`config.mk`:
```
export PLATFORM = sky130hd
export DESIGN_NAME = priority_interrupt
export DESIGN_NICKNAME = d
export VERILOG_FILES = /design/src/hw/pic_pkg.sv /design/src/hw/vector_table.sv /design/src/hw/priority_interrupt.sv
export VERILOG_INCLUDE_DIRS = /design/src /design/src/hw
export SDC_FILE = /design/constraint.sdc
export NUM_CORES = 1
export LEC_CHECK = 0
export BUFFER_PORTS_ARGS = -buffer_cell sky130_fd_sc_hd__buf_4
export CORE_MARGIN = 2
export CORE_UTILIZATION = 35
export DETAILED_ROUTE_END_ITERATION = 16
export REMOVE_ABC_BUFFERS = 1
export SYNTH_ARGS = -nofsm -noshare
export SYNTH_HDL_FRONTEND = slang
export SYNTH_SLANG_ARGS = --single-unit
```
`constraint.sdc`:
```
create_clock -name i_clock -period 2.9 [get_ports i_clock]
set_input_delay 0.145 -clock i_clock [delete_from_list [all_inputs] [get_ports i_clock]]
set_output_delay 0.145 -clock i_clock [all_outputs]
set_load 0.03 [all_outputs]
```
`src/hw/pic_params.svh`:
```
// Constants of the eight-input priority interrupt block.
// Assumes inclusion by bare name; definitions only.
`ifndef PIC_PARAMS_SVH
`define PIC_PARAMS_SVH

`define PIC_NUM_IN      8
`define PIC_FILT_LEN    2
`define PIC_TBL_DEPTH   32
`define PIC_TBL_AW      5
// Port group base: high nibble fixed, straps pick bits 3:2
`define PIC_BASE_HI     4'hC
// Output port offsets
`define PIC_OFS_CLEAR   2'h0
`define PIC_OFS_MASK    2'h1
`define PIC_OFS_CFG     2'h2
// Input port offsets
`define PIC_OFS_POLL    2'h0
`define PIC_OFS_RESP    2'h1
// Configuration port bit positions
`define PIC_CFG_CIN_EN  0
`define PIC_CFG_COUT_EN 1
`define PIC_CFG_FRONT   2
`define PIC_CFG_NOAUTO  3
`define PIC_CFG_VECTOR  4
`define PIC_CFG_POLLEN  5
`define PIC_CFG_GRP_LO  6
`define PIC_CFG_GRP_HI  7
// Reset values
`define PIC_CFG_RESET   8'h03
`define PIC_MASK_RESET  8'h00
`define PIC_LATCH_RESET 8'h00
// Response encodings
`define PIC_RST_OPCODE  8'hC7
`define PIC_NO_REQ      8'hFF

`endif

```
`src/hw/pic_pkg.sv`:
```
// Types of the priority interrupt block.
// Assumes pic_params.svh supplies the numbers.
package pic_pkg;
  typedef logic [7:0] byte_t;
  typedef enum logic [0:0]
  {
    ST_IDLE   = 1'b0,
    ST_FROZEN = 1'b1
  } resp_state_e;
endpackage : pic_pkg

```
`src/hw/vector_table.sv`:
```
// User-programmed vector lookup table, asynchronous read.
// Assumes the loader writes it before vector mode is enabled.
`timescale 1ns/1ps
`default_nettype none
`include "pic_params.svh"

module vector_table #(
  parameter int DEPTH = `PIC_TBL_DEPTH,
  parameter int AW    = `PIC_TBL_AW
) (
  input  wire logic          i_clock,
  input  wire logic          i_wr,
  input  wire logic [AW-1:0] i_waddr,
  input  wire logic [7:0]    i_wdata,
  input  wire logic [AW-1:0] i_raddr,
  output logic      [7:0]    o_rdata
);

  generate
    if (DEPTH != (1 << AW))
    begin : g_bad_depth
      $error("vector_table: DEPTH must equal 2**AW");
    end
  endgenerate

  pic_pkg::byte_t mem [DEPTH];

  always_ff @(posedge i_clock)
  begin
    if (i_wr)
    begin
      mem[i_waddr] <= i_wdata;
    end
  end

  assign o_rdata = mem[i_raddr];

endmodule : vector_table
`default_nettype wire

```
`src/hw/priority_interrupt.sv`:
```
// Eight-input priority interrupt controller with port-mapped control.
// Assumes inputs synchronous to i_clock and a one-cycle strobe port master.
//
// Behaviour
// Latch sets on filtered falling request edge
// Eight latches readable, maskable, clearable by ports
// Fixed priority, input zero most urgent
// Vectored response on acknowledge, polling otherwise
// Restart mode drives restart opcode of winner
// Vector mode reads 32x8 table instead
// Joins daisy chain over backplane chain pins
// Chain may route through front connector
// Chain propagation gated by hardware and software
// Three output ports, one or two inputs
// Response input port only when enabled
// Software may hold off or clear inputs
// Base address picked by two straps
// Serviced latch auto-cleared unless disabled
// Mask gates request, latch still sets/reads
// Request needs chain in; chain out dropped
// Freeze request and chain during response
// Response encodes lowest pending enabled index
// Reset clears latches, request deasserted
`timescale 1ns/1ps
`default_nettype none
`include "pic_params.svh"

module priority_interrupt #(
  parameter int NUM_IN   = `PIC_NUM_IN,
  parameter int FILT_LEN = `PIC_FILT_LEN
) (
  input  wire logic              i_clock,
  input  wire logic              i_rst,
  input  wire logic [NUM_IN-1:0] i_request_in_n,
  input  wire logic              i_addr_strap_low,
  input  wire logic              i_addr_strap_high,
  input  wire logic [7:0]        i_addr,
  input  wire logic [7:0]        i_wdata,
  input  wire logic              i_wr,
  input  wire logic              i_rd,
  output logic      [7:0]        o_rdata,
  input  wire logic              i_ack_n,
  input  wire logic              i_freeze,
  output logic      [7:0]        o_ack_data,
  output logic                   o_ack_data_oe,
  output logic                   o_int_req_out,
  output logic                   o_int_req_oe,
  output logic                   o_irq,
  input  wire logic              i_chain_in,
  input  wire logic              i_chain_in_front,
  output logic                   o_chain_out,
  output logic                   o_chain_out_front,
  input  wire logic              i_tbl_wr,
  input  wire logic [4:0]        i_tbl_addr,
  input  wire logic [7:0]        i_tbl_data
);

  generate
    if (NUM_IN != 8 || FILT_LEN < 2)
    begin : g_bad_param
      $error("priority_interrupt: NUM_IN must be 8, FILT_LEN at least 2");
    end
  endgenerate

  logic [1:0]          strap_q;
  logic [NUM_IN-1:0]   filt_q;
  logic [NUM_IN-1:0]   fall;
  logic [NUM_IN-1:0]   latch_q;
  logic [NUM_IN-1:0]   latch_d;
  logic [NUM_IN-1:0]   mask_q;
  logic [7:0]          cfg_q;
  logic                service_q;
  logic                ack_prev_q;
  logic [2:0]          win_q;
  logic                any_q;
  logic [2:0]          win;
  logic                any_pend;
  pic_pkg::resp_state_e state_q;
  pic_pkg::byte_t      tbl_byte;
  pic_pkg::byte_t      resp_byte;

  // strap base decode
  wire [7:0] base      = {`PIC_BASE_HI, strap_q, 2'b00};
  wire       hit       = (i_addr[7:2] == base[7:2]);
  wire [1:0] ofs       = i_addr[1:0];
  wire       wr_clr    = i_wr & hit & (ofs == `PIC_OFS_CLEAR);
  wire       wr_mask   = i_wr & hit & (ofs == `PIC_OFS_MASK);
  wire       wr_cfg    = i_wr & hit & (ofs == `PIC_OFS_CFG);
  wire       rd_poll   = i_rd & hit & (ofs == `PIC_OFS_POLL);
  wire       rd_resp_a = i_rd & hit & (ofs == `PIC_OFS_RESP);
  wire       poll_en   = cfg_q[`PIC_CFG_POLLEN];
  wire       rd_resp   = rd_resp_a & poll_en;

  wire [NUM_IN-1:0] pend  = latch_q & mask_q;
  wire       frz_req      = ~i_ack_n | rd_resp | i_freeze;
  wire       ack_start    = ~i_ack_n & ack_prev_q;
  wire       frozen_st    = (state_q == pic_pkg::ST_FROZEN);
  wire [2:0] resp_win     = frozen_st ? win_q : win;
  wire       resp_any     = frozen_st ? any_q : any_pend;
  wire       serve        = (ack_start | rd_resp) & resp_any;
  wire       auto_on      = ~cfg_q[`PIC_CFG_NOAUTO];
  wire [NUM_IN-1:0] auto_clr = (serve & auto_on) ? (NUM_IN'(1) << resp_win) : '0;
  wire [NUM_IN-1:0] clr_mask = (wr_clr ? i_wdata[NUM_IN-1:0] : '0) | auto_clr;

  // Chain input selection and local request
  wire chain_raw    = cfg_q[`PIC_CFG_FRONT] ? i_chain_in_front : i_chain_in;
  wire chain_in_eff = chain_raw & cfg_q[`PIC_CFG_CIN_EN];
  wire local_req    = any_pend & chain_in_eff;
  wire chain_out_d  = chain_in_eff & ~local_req & ~service_q & cfg_q[`PIC_CFG_COUT_EN];

  wire [4:0] tbl_idx = {cfg_q[`PIC_CFG_GRP_HI:`PIC_CFG_GRP_LO], resp_win};
  wire [7:0] rst_byte = `PIC_RST_OPCODE | {2'b00, resp_win, 3'b000};

  // restart opcode of winner
  // table byte replaces restart
  // lowest pending index encoded
  assign resp_byte = !resp_any ? `PIC_NO_REQ :
                     cfg_q[`PIC_CFG_VECTOR] ? tbl_byte : rst_byte;

  // fixed priority encoder
  always_comb
  begin
    win      = 3'd0;
    any_pend = 1'b0;
    for (int k = NUM_IN - 1; k >= 0; k--)
    begin
      if (pend[k])
      begin
        win      = 3'(k);
        any_pend = 1'b1;
      end
    end
  end

  // hysteresis filter and falling edge
  genvar g;
  generate
    for (g = 0; g < NUM_IN; g++)
    begin : g_in
      logic [FILT_LEN-1:0] samp_q;
      wire all_hi = &samp_q;
      wire all_lo = ~|samp_q;
      assign fall[g] = filt_q[g] & all_lo;
      always_ff @(posedge i_clock)
      begin
        if (i_rst)
        begin
          samp_q    <= '1;
          filt_q[g] <= 1'b1;
        end
        else
        begin
          samp_q    <= {samp_q[FILT_LEN-2:0], i_request_in_n[g]};
          filt_q[g] <= all_hi ? 1'b1 : (all_lo ? 1'b0 : filt_q[g]);
        end
      end
    end
  endgenerate

  // set wins over software or auto clear
  // software clear port
  // auto clear of serviced input
  assign latch_d = (latch_q & ~clr_mask) | fall;

  always_ff @(posedge i_clock)
  begin
    strap_q <= {i_addr_strap_high, i_addr_strap_low};
  end

  // reset clears latches and request
  always_ff @(posedge i_clock)
  begin
    if (i_rst)
    begin
      latch_q    <= `PIC_LATCH_RESET;
      mask_q     <= `PIC_MASK_RESET;
      cfg_q      <= `PIC_CFG_RESET;
      service_q  <= 1'b0;
      ack_prev_q <= 1'b1;
    end
    else
    begin
      latch_q    <= latch_d;
      ack_prev_q <= i_ack_n;
      if (wr_mask)
      begin
        mask_q <= i_wdata[NUM_IN-1:0];
      end
      if (wr_cfg)
      begin
        cfg_q <= i_wdata;
      end
      // service holds chain out until config port write
      service_q <= serve | (service_q & ~wr_cfg);
    end
  end

  // freeze state captures winner
  always_ff @(posedge i_clock)
  begin
    if (i_rst)
    begin
      state_q <= pic_pkg::ST_IDLE;
      win_q   <= 3'd0;
      any_q   <= 1'b0;
    end
    else
    begin
      case (state_q)
        pic_pkg::ST_IDLE:
        begin
          win_q <= win;
          any_q <= any_pend;
          if (frz_req)
          begin
            state_q <= pic_pkg::ST_FROZEN;
          end
        end
        pic_pkg::ST_FROZEN:
        begin
          if (!frz_req)
          begin
            state_q <= pic_pkg::ST_IDLE;
          end
        end
        default:
        begin
          state_q <= pic_pkg::ST_IDLE;
        end
      endcase
    end
  end

  // Outputs, all registered
  always_ff @(posedge i_clock)
  begin
    if (i_rst)
    begin
      o_rdata           <= 8'h00;
      o_ack_data        <= 8'h00;
      o_ack_data_oe     <= 1'b0;
      o_int_req_out     <= 1'b0;
      o_int_req_oe      <= 1'b0;
      o_irq             <= 1'b0;
      o_chain_out       <= 1'b0;
      o_chain_out_front <= 1'b0;
    end
    else
    begin
      // decoded reads; R11: response port gated
      o_rdata       <= rd_poll ? 8'(latch_q) : (rd_resp ? resp_byte : 8'h00);
      // vector byte during acknowledge
      o_ack_data    <= ~i_ack_n ? resp_byte : 8'h00;
      o_ack_data_oe <= ~i_ack_n;
      o_int_req_out <= 1'b0;
      o_irq         <= any_pend;
      // hold request and chain while frozen
      if (!frz_req)
      begin
        // only enabled latches request
        o_int_req_oe      <= local_req;
        // backplane chain out; R8: front copy; R9: gated
        o_chain_out       <= chain_out_d;
        o_chain_out_front <= chain_out_d;
      end
    end
  end

  vector_table #(
    .DEPTH (`PIC_TBL_DEPTH),
    .AW    (`PIC_TBL_AW)
  ) u_table (
    .i_clock (i_clock),
    .i_wr    (i_tbl_wr),
    .i_waddr (i_tbl_addr),
    .i_wdata (i_tbl_data),
    .i_raddr (tbl_idx),
    .o_rdata (tbl_byte)
  );
endmodule : priority_interrupt
`default_nettype wire

```
## Yosys cells after proc, flatten, opt, wreduce, memory -nomap -nowiden

Memories as Yosys holds them, arrays and structs flattened.
Index checks and enable logic that the tools add are counted.

| storage, ports and cells | value |
|---|---|
| memories | 1 |
| flip-flop bits (word level) | 77 |
| bits in writable memories | 256 |
| logic and storage cells | 137 |
| output and inout port bits | 22 |

Memory list:

| memory | words | width | rd ports | clocked after Yosys merged registers in | wr ports | line | RTL |
|---|---|---|---|---|---|---|---|
| u_table.mem | 32 | 8 | 1 | 0 | 1 | vector_table.sv:26 | `pic_pkg::byte_t mem [DEPTH];` |

| cells by class | value |
|---|---|
| bitwise operators | 39 |
| eq/ne operators | 3 |
| reduce and logical (&&, ||, !) cells | 34 |
| mux-type cells | 28 |
| shifts and indexed selects | 1 |

Operators with widths:

| cell | count |
|---|---|
| 8-bit 2-to-1 mux | 6 |
| 2-bit OR reduction | 17 |
| 3-bit 2-to-1 mux | 9 |
| 1-bit bitwise AND | 25 |
| 8-bit bitwise AND | 2 |
| 8-bit OR | 2 |
| 2-bit AND reduction | 8 |
| 1-bit 2-to-1 mux | 13 |
| 1-bit zero test | 8 |
| 8-bit inverter | 1 |
| 1-bit by 3-bit << shifter with 8-bit output, first input constant | 1 |
| 6-bit == test | 1 |
| 1-bit inverter | 5 |
| 1-bit OR | 4 |
| 2-bit by 1-bit == test with 1-bit output, second input constant | 1 |
| 2-bit == test, second input constant | 1 |
| 2-bit zero test | 1 |

## Longest topological paths before layout

Gate-level depths: netlist of run 1.

| logic depth | value |
|---|---|
| depth in word-level cells | 17 |
| gate-level depth with buffers | 13 |
| mapped depth without buffers | 8 |

## Cells and area by module

From an unflattened synthesis of run 1, not the netlist that was laid out.

| unflattened totals | value |
|---|---|
| cells, all modules | 713 |
| area, all modules | 12798.5 µm² |

By module, submodules not included:

| module | area each (µm²) | instances | cells each |
|---|---|---|---|
| vector_table | 9893.2 | 1 | 409 |
| priority_interrupt | 2905.3 | 1 | 304 |

## Least setup slack after synthesis of run 1

Ideal clock, no wire load.

| path | value |
|---|---|
| path type | flip-flop to flip-flop |
| start | reg state_q, in the netlist frozen_st |
| end | reg o_rdata[5] |
| buffers on the path | 3 |
| period minus slack after synthesis | 2331 ps |
| library setup time | 117 ps |
| stages on the path, launching flop included | 12 |
| data arrival time | 2214 ps |
| path slack | 569 ps |
| cell sequence | dfxtp_1 -> buf_4 -> nand2_1 -> o31a_1 -> a21boi_1 -> buf_6 -> buf_2 -> mux2i_1 -> nor3_1 -> o41ai_2 -> nand4_1 -> a32o_1 |

| between the ends | value |
|---|---|
| cells in the longest elaborated chain, start to end | 6 |
| elaborated cells on any way between the ends | 7 |
| those cells by class | 6 x mux; 1 x memory |

RTL lines:

| item | line | RTL |
|---|---|---|
| start: declaration | priority_interrupt.sv:78 | `pic_pkg::resp_state_e state_q;` |
| start signal: assignment | priority_interrupt.sv:203 | `state_q <= pic_pkg::ST_IDLE;` |
| start signal: assignment | priority_interrupt.sv:216 | `state_q <= pic_pkg::ST_FROZEN;` |
| start signal: assignment | priority_interrupt.sv:223 | `state_q <= pic_pkg::ST_IDLE;` |
| 3-bit 2-to-1 mux | -- |  |
| memory 32 x 8 bit | -- |  |
| 8-bit 2-to-1 mux | priority_interrupt.sv:118 | `` cfg_q[`PIC_CFG_VECTOR] ? tbl_byte : rst_byte; `` |
| 8-bit 2-to-1 mux * | priority_interrupt.sv:117 | `` assign resp_byte = !resp_any ? `PIC_NO_REQ : `` |
| 8-bit 2-to-1 mux * (2 in a row) | priority_interrupt.sv:251 | `o_rdata <= rd_poll ? 8'(latch_q) : (rd_resp ? resp_byte : 8'h00);` |
| end signal: assignment | priority_interrupt.sv:251 |  |
| end: declaration | priority_interrupt.sv:41 | `output logic [7:0] o_rdata,` |

Every way passes the cells marked *; elsewhere a longest branch is shown, timed or not.
A chain may end at the register's enable or synchronous reset.

## Worst setup path in the final report of run 1

| path | value |
|---|---|
| start | reg latch_q[0] |
| end | reg o_rdata[3] |

| between the ends | value |
|---|---|
| cells in the longest elaborated chain, start to end | 8 |
| elaborated cells on any way between the ends | 10 |
| those cells by class | 8 x mux; 1 x bitwise; 1 x memory |

RTL lines:

| item | line | RTL |
|---|---|---|
| start: declaration | priority_interrupt.sv:68 | `logic [NUM_IN-1:0] latch_q;` |
| start signal: assignment | priority_interrupt.sv:175 | `` latch_q <= `PIC_LATCH_RESET; `` |
| start signal: assignment | priority_interrupt.sv:183 | `latch_q <= latch_d;` |
| 8-bit bitwise AND * | priority_interrupt.sv:94 | `wire [NUM_IN-1:0] pend = latch_q & mask_q;` |
| 3-bit 2-to-1 mux | priority_interrupt.sv:127 | `if (pend[k])` |
| 3-bit 2-to-1 mux | -- |  |
| memory 32 x 8 bit | -- |  |
| 8-bit 2-to-1 mux | priority_interrupt.sv:118 |  |
| 8-bit 2-to-1 mux * | priority_interrupt.sv:117 |  |
| 8-bit 2-to-1 mux * (2 in a row) | priority_interrupt.sv:251 |  |

Marks and branches as above.

==> results of run 1 <==
[repair_timing]
action                                  4_1_cts  5_1_grt
endpoints found under the setup margin        1       14
hold buffers                                 19        0
gates resized for setup                       1       17
endpoints found under the hold margin        35        0
[state kept, by name, summed over array words and instances (netlist names), 3 cells and up]
register	cells
cfg_q	8
filt_q	8
g_in.samp_q	16
latch_q	8
mask_q	8
o_ack_data	8
o_rdata	8
u_table.mem	256
win_q	3
[critical path, stage by stage, from the launching register on]
cell      delay [ns]
dfxtp_1         0.37
and2_1          0.17
a211oi_1        0.05
buf_4           0.16
a21bo_2         0.32
buf_6           0.21
buf_4           0.16
nand2_1         0.06
nand3_1         0.08
a32o_1          0.26
or4_1           0.54
a32o_1          0.27
[how the worst min path moves through the flow]
stage | start | to | slack (ns) | cells past startpoint
after floorplan | i_addr_strap_low | strap_q[0] | 0.17 | 0
after detailed placement | i_addr_strap_high | strap_q[1] | 0.25 | 1
after global placement | i_addr_strap_high | strap_q[1] | 0.25 | 1
after global routing | i_tbl_data[7] | u_table.mem[7][7] | 0.08 | 1
final | i_tbl_data[3] | u_table.mem[0][3] | 0.07 | 1
after CTS | i_freeze | o_chain_out_front | 0.06 | 4
[cell families (layout without fill, tap and decap cells)]
group,Yosys count,in the layout,share of synthesized area
simple gates,300,300,0.107
other cells,1,1,0.000287
flops,333,333,0.707
buf+inv,53,243,0.0210
xor+xnor,2,2,0.00134
mux,75,75,0.0596
compound gates,191,191,0.104
[cell usage after synthesis, types with 5 or more instances]
cell type  instances
or2_2             16
mux2i_1           71
nand3b_1           6
nor2_1            68
buf_2             24
a32oi_1            9
nand2_1          126
a22o_1            10
edfxtp_1         256
a21oi_1           79
nand3_1           24
o311ai_0           9
o21bai_1           8
a22oi_1           13
nor3_1             7
clkbuf_1          17
nand2b_1           5
dfxtp_1           77
nor4_1             7
a221oi_1          29
and2_1            14
a211oi_1           8
[cell type report]
class,instances,area (um^2),area share
inverters,2,7.51,0.000464
repair buffers,178,1490,0.0924
multi-input cells,569,3640,0.225
clock inverters,22,270,0.0167
flip-flops and latches,333,9230,0.571
clock buffers,41,941,0.0582
well taps,468,586,0.0362
[layer usage]
| metal | part of all wire | vias up |
|---|---|---|
| li1 | - | 3965 |
| met1 | 0.44 | 4207 |
| met2 | 0.45 | 327 |
| met3 | 0.077 | 68 |
| met4 | 0.029 | 0 |
| met5 | 0 | - |
[power by group]
part	switching (mW)	internal [mW]
sequential	0.0260	5.20
clock	1.84	2.87
combinational	0.185	0.113
total	2.05	8.18
==> summary.md, run 1 <==
| Metric | Value |
|---|---|
| HPWL after DPL | `22,400 um` |
| Most common cell after layout, fill and taps aside | `edfxtp_1` |
| Outcome | `finished, final reports clean` |
| Fin cells | `1,613` |
| Core Area | `0.0367 mm^2` |
| Final period util | `0.953` |
| Reg2Reg Depth | `11` |
| Skew-Pair Late Insertion Delay | `0.51 ns` |
| Ys async rst share | `0` |
| Fin area | `0.0162 mm^2` |
| Synth top area share | `0.589` |
| Worst r2r src | `latch_q[0]` |
| DR pass1 iterations | `5` |
| CTS tree | `built` |
| VDD IR-drop max | `0.000407 V` |
| DIE WIDTH | `197 um` |
| CP startpoint | `latch_q[0]` |
| Slew Viols, Final | `0` |
| Total GRT Usage | `0.176` |
| Min-delay worst type | `input port to register` |
| Startpoint types | `register` |
| Setup_tns | `0 ns` |
| Worst setup path class | `register to register` |
| Synth Warn # | `0` |
| Final worst path period need | `2.76 ns` |
| GPL Wtd Cong | `0.863` |
| Grt ovf | `0` |
| Actual slew at the worst max-slew pin | `0.973 ns` |
| Post-route DRC | `0` |
| FP Rows | `70` |
| Post-route ant nets | `0` |
| Crit. End Element | `register` |
| Overall power | `10.2 mW` |
| Fin worst setup slack | `0.136 ns` |
| Clock Pin Slew Worst Setup and Hold Paths | `0.06 ns` |
| Height of the die | `197 um` |
| Setup violators final | `0` |
| Final Hold Viols | `0` |
| Reg2Reg Setup Slack | `0.14 ns` |
| PortBufs | `68` |
| Worst Path Max Fanout | `23` |
| Most used routing layer | `met2` |
| Setup Buffers After CTS | `0` |
| Vias per inst | `5.31` |
| Fmax | `362 MHz` |
| Cell taking the most area after synthesis | `edfxtp_1` |
| Critical path required time | `3.31 ns` |
| Distinct cells, synth | `58` |
| Sequential share of the synthesized area | `0.707` |
| Global-route wire length before repair | `51,800 um` |
| Leak | `5.86 nW` |
| CP endpoint | `o_rdata[3]` |
| N_diodes | `0` |
| Commonest cells after routing, fill and taps aside | `256 x edfxtp_1, 147 x buf_4, 126 x nand2_1` |
| Total number of vias | `8,567` |
| WL/cell | `21.2 um` |
| DP Cell Count | `1,531` |
| Num CTS Buffers | `36` |
| Layout cell share with drive strength beyond 1 | `0.227` |
| Place WS | `0.00467 ns` |
| Number of fill cells | `3,267` |
| Clk_skew | `0.0134 ns` |
| Critical path arrival | `3.17 ns` |
| Largest net degree at the start of global routing | `61` |
| Worst R2R End | `o_rdata[3]` |
| Die area | `0.0389 mm^2` |
| Met3 GRT Util | `0.0336` |
| Post-DP Area | `0.0147 mm^2` |
| Max cap viols | `0` |
| H-tree Lvls | `2` |
| Mean Syn Cell Area | `13.7 um^2` |
| Initial antenna violation count | `0` |
| Mapped Cells | `955` |
| Longest Clk Path Bufs | `3` |
| I/O Pins | `70` |
| Clk sink count | `333` |
| M2 GR Usage | `0.279` |
| Layout area overhead | `23.9%` |
| Final net count | `1,168` |
| Fin Hold WS | `0.0661 ns` |
| Top cells by area, synth | `edfxtp_1 59%, dfxtp_1 12%, mux2i_1 5.4%` |
| Synth Register Bits | `333` |
| Util after Layout | `0.441` |
| Root Driver | `clkbuf_16` |
| Slew headroom | `0.349` |
| Power per Cell Area | `633 mW/mm^2` |
| Vias in the first global route | `8,618` |
| Grt met1 use | `0.245` |
| Initial core utilization | `0.356` |
| DRT Wirelength | `34,100 um` |
| Post-synth top flop | `edfxtp_1` |
| DR iter-0 viols | `918` |
| Post-synth EDFFs | `256` |
| Synth Cell Area | `0.0131 mm^2` |
No activity file was read; power rests on OpenSTA's default activity.
==> run 2, diff against run 1 <==
Settings changed: BUFFER_PORTS_ARGS -buffer_cell sky130_fd_sc_hd__buf_4 to -buffer_cell sky130_fd_sc_hd__buf_2, CORE_MARGIN 2 to 1.
==> run 2 against run 1 <==
Global-route usage barely moved; combinational power fell by 7.0%; highest routed layer is now met5; critical endpoint is now o_rdata[7]; worst setup slack worse by 0.058 ns.
==> summary.md, run 2 (synthesis gave the netlist of run 1 again) <==
| Metric | Value |
|---|---|
| Critical path required time | `3.34 ns (was 3.31 ns)` |
| Final period util | `0.973 (was 0.953)` |
| DRT Wirelength | `34,200 um (was 34,100 um)` |
| Critical path arrival | `3.26 ns (was 3.17 ns)` |
| Core Area | `0.0367 mm^2 (unchanged)` |
| Initial antenna violation count | `1 (was 0)` |
| CP startpoint | `latch_q[4] (was latch_q[0])` |
| GPL Wtd Cong | `0.879 (was 0.863)` |
| Max reg flops | `256 (unchanged)` |
| HPWL after DPL | `21,800 um (was 22,400 um)` |
| Leak | `5.88 nW (was 5.86 nW)` |
| Reg2Reg Setup Slack | `0.08 ns (was 0.14 ns)` |
| Final worst path period need | `2.82 ns (was 2.76 ns)` |
| Net Switching | `2.05 mW (about the same)` |
| Crit-path leading delay family | `compound AO/OA/AOI/OAI gates (unchanged)` |
| Place WS | `-0.118 ns (was 0.00467 ns)` |
| Skew-Pair Late Insertion Delay | `0.52 ns (was 0.51 ns)` |
| Hold EP | `o_chain_out_front (was u_table.mem[0][3])` |
| Slew headroom | `0.399 (was 0.349)` |
| Cell Chain, Critical Path | `buf_4, a22oi_2, a21oi_2, o31ai_4, buf_6, buf_12, a21oi_1, a221oi_1, a21oi_1, a32oi_1, buf_4, a22o_1 (was and2_1, a211oi_1, buf_4, a21bo_2, buf_6, buf_4, nand2_1, nand3_1, a32o_1, or4_1, a32o_1)` |
| HP Start | `i_freeze (was i_tbl_data[3])` |
| Startpoint types | `register (unchanged)` |
| Flop pwr share | `0.530 (was 0.511)` |
| Power per Cell Area | `614 mW/mm^2 (was 633 mW/mm^2)` |
| Setup_tns | `0 ns (unchanged)` |
| Die area | `0.0381 mm^2 (was 0.0389 mm^2)` |
| Total number of vias | `8,634 (was 8,567)` |
| Slowest-stage cell, CP | `a221oi_1 (was or4_1)` |
| Initial core utilization | `0.356 (unchanged)` |
| Min-delay worst type | `input port to register (unchanged)` |
| Clock power share | `0.442 (was 0.460)` |
| Actual slew at the worst max-slew pin | `0.898 ns (was 0.973 ns)` |
| Post-route DRC | `0 (unchanged)` |
| Hold Path Stages | `4 (was 1)` |
| Number of fill cells | `3,280 (was 3,267)` |
| Root Driver | `clkbuf_16 (unchanged)` |
| Post-route ant nets | `0 (unchanged)` |
| DR iter-0 viols | `824 (was 918)` |
| Final Hold Viols | `0 (unchanged)` |
| PortBufs | `68 (unchanged)` |
| Longest Clk Path Bufs | `3 (unchanged)` |
| VDD IR-drop max | `0.000352 V (was 0.000407 V)` |
| Commonest cells after routing, fill and taps aside | `256 x edfxtp_1, 126 x nand2_1, 94 x buf_4 (was 256 x edfxtp_1, 147 x buf_4, 126 x nand2_1)` |
| Setup violators final | `0 (unchanged)` |
| Unrepaired setup endpoints after global routing | `yes` |
| DR pass1 iterations | `5 (unchanged)` |
| H-tree Lvls | `2 (unchanged)` |
| WL/cell | `21.0 um (was 21.2 um)` |
| Fmax | `354 MHz (was 362 MHz)` |
| Vias in the first global route | `8,359 (was 8,618)` |
| Combinational fraction of design power | `0.028 (was 0.029)` |
| Num CTS Buffers | `36 (unchanged)` |
| Largest net degree at the start of global routing | `40 (was 61)` |
| Power Internal | `7.82 mW (was 8.18 mW)` |
| Slew Viols, Final | `0 (unchanged)` |
| Global-route wire length before repair | `50,800 um (was 51,800 um)` |
| Area of the multi-input gates | `0.00367 mm^2 (was 0.00364 mm^2)` |
| Worst r2r src | `latch_q[4] (was latch_q[0])` |
| FP Rows | `70 (unchanged)` |
| Crit. End Element | `register (unchanged)` |
| Outcome | `finished, final reports clean (unchanged)` |
| Grt ovf | `0 (unchanged)` |
| Final net count | `1,183 (was 1,168)` |
| Worst R2R End | `o_rdata[7] (was o_rdata[3])` |
| Biggest regs | `u_table.mem: 256 flops, g_in.samp_q: 16 flops (unchanged)` |
| Reg2Reg Depth | `12 (was 11)` |
| Clk sink count | `333 (unchanged)` |
| I/O Pins | `70 (unchanged)` |
| Overall power | `9.86 mW (was 10.2 mW)` |
| Sequential Area | `0.00923 mm^2 (about the same)` |
| N_diodes | `0 (unchanged)` |
| Vias per inst | `5.31 (about the same)` |
| Total GRT Usage | `0.176 (about the same)` |
| Layout area overhead | `23.1% (was 23.9%)` |
| CP Buf/Inv Count | `4 (was 3)` |
| Layout cell share with drive strength beyond 1 | `0.236 (was 0.227)` |
| DIE WIDTH | `195 um (was 197 um)` |
| Fin Hold WS | `0.0751 ns (was 0.0661 ns)` |
| Max cap viols | `0 (unchanged)` |
| Worst setup path class | `register to register (unchanged)` |
| Switching Fraction | `0.208 (was 0.200)` |
| Largest Register | `u_table.mem (unchanged)` |
| Clk_skew | `0.0250 ns (was 0.0134 ns)` |
| Most common cell after layout, fill and taps aside | `edfxtp_1 (unchanged)` |
| CTS tree | `built (unchanged)` |
| Height of the die | `195 um (was 197 um)` |
| Fin worst setup slack | `0.0780 ns (was 0.136 ns)` |
| Worst Path Max Fanout | `20 (was 23)` |
| Largest stage delay on the critical path | `0.37 ns (was 0.54 ns)` |
| Clock Pin Slew Worst Setup and Hold Paths | `0.06 ns (about the same)` |
-- run 2: cell types whose count changed in the layout (fill, tap and decap cells not counted), moves of 3 or more --
cell / previous run / this run
buf_2: 0 / 68
buf_4: 147 / 94
bufinv_16: 6 / 2
buf_6: 4 / 1
clkinvlp_4: 3 / 0
-- run 2: power by group through the flow --
stage / Combinational, mW / Sequential, mW / Clock, mW
after floorplan: 0.0701 / 5.34 / 0
after global placement: 0.251 / 5.33 / 0
after detailed placement: 0.255 / 5.33 / 0
after CTS: 0.276 / 5.23 / 4.42
after global routing: 0.298 / 5.23 / 4.63
final: 0.277 / 5.23 / 4.36
-- run 2: worst max path at each step --
| stage | to | depth (start not counted) |
|---|---|---|
| after floorplan | o_rdata[3] | 7 |
| after global placement | o_rdata[1] | 13 |
| after detailed placement | o_rdata[1] | 13 |
| after CTS | o_rdata[1] | 13 |
| after global routing | o_ack_data[1] | 13 |
| final | o_rdata[7] | 12 |
-- run 2: area by class of cell --
class	instances	share of cell area
timing repair buffer	193	0.0919
clock buffer	46	0.0598
multi-input combinational	569	0.228
tap	468	0.0364
clock inverter	16	0.00887
inverter	2	0.000467
sequential	333	0.574
-- run 2: routing by layer --
metal,GRT usage,routed length (um),up-vias,part of all wire
met1,0.247,15200,4226,0.44
met4,0.0516,732,2,0.021
met2,0.278,15700,349,0.46
met3,0.0335,2510,59,0.073
li1,-,-,3998,-
met5,0,16,-,0.00047
-- run 2: worst register-to-register path, cell delays in order (launching register included) --
cell	delay (ns)
dfxtp_1	0.33
buf_4	0.15
a22oi_2	0.26
a21oi_2	0.12
o31ai_4	0.34
buf_6	0.20
buf_12	0.17
a21oi_1	0.07
a221oi_1	0.37
a21oi_1	0.12
a32oi_1	0.29
buf_4	0.18
a22o_1	0.16
-- run 2: what timing repair did --
action                     4_1_cts  5_1_grt
gates resized for setup          7       12
hold buffers                    19        0
gates cloned                     0        2
hold endpoints to repair        29        0
pin swaps                        0        4
setup buffers                    0        9
setup endpoints to repair        8       14
-- run 2: per-stage QoR --
step	area, um^2	utilization	instances
6_report	16100	0.438	1627
5_1_grt	16100	0.438	1627
4_1_cts	15900	0.433	1616
3_5_place_dp	14600	0.397	1535
3_3_place_gp	14600	0.397	1535
2_1_floorplan	12800	-	904
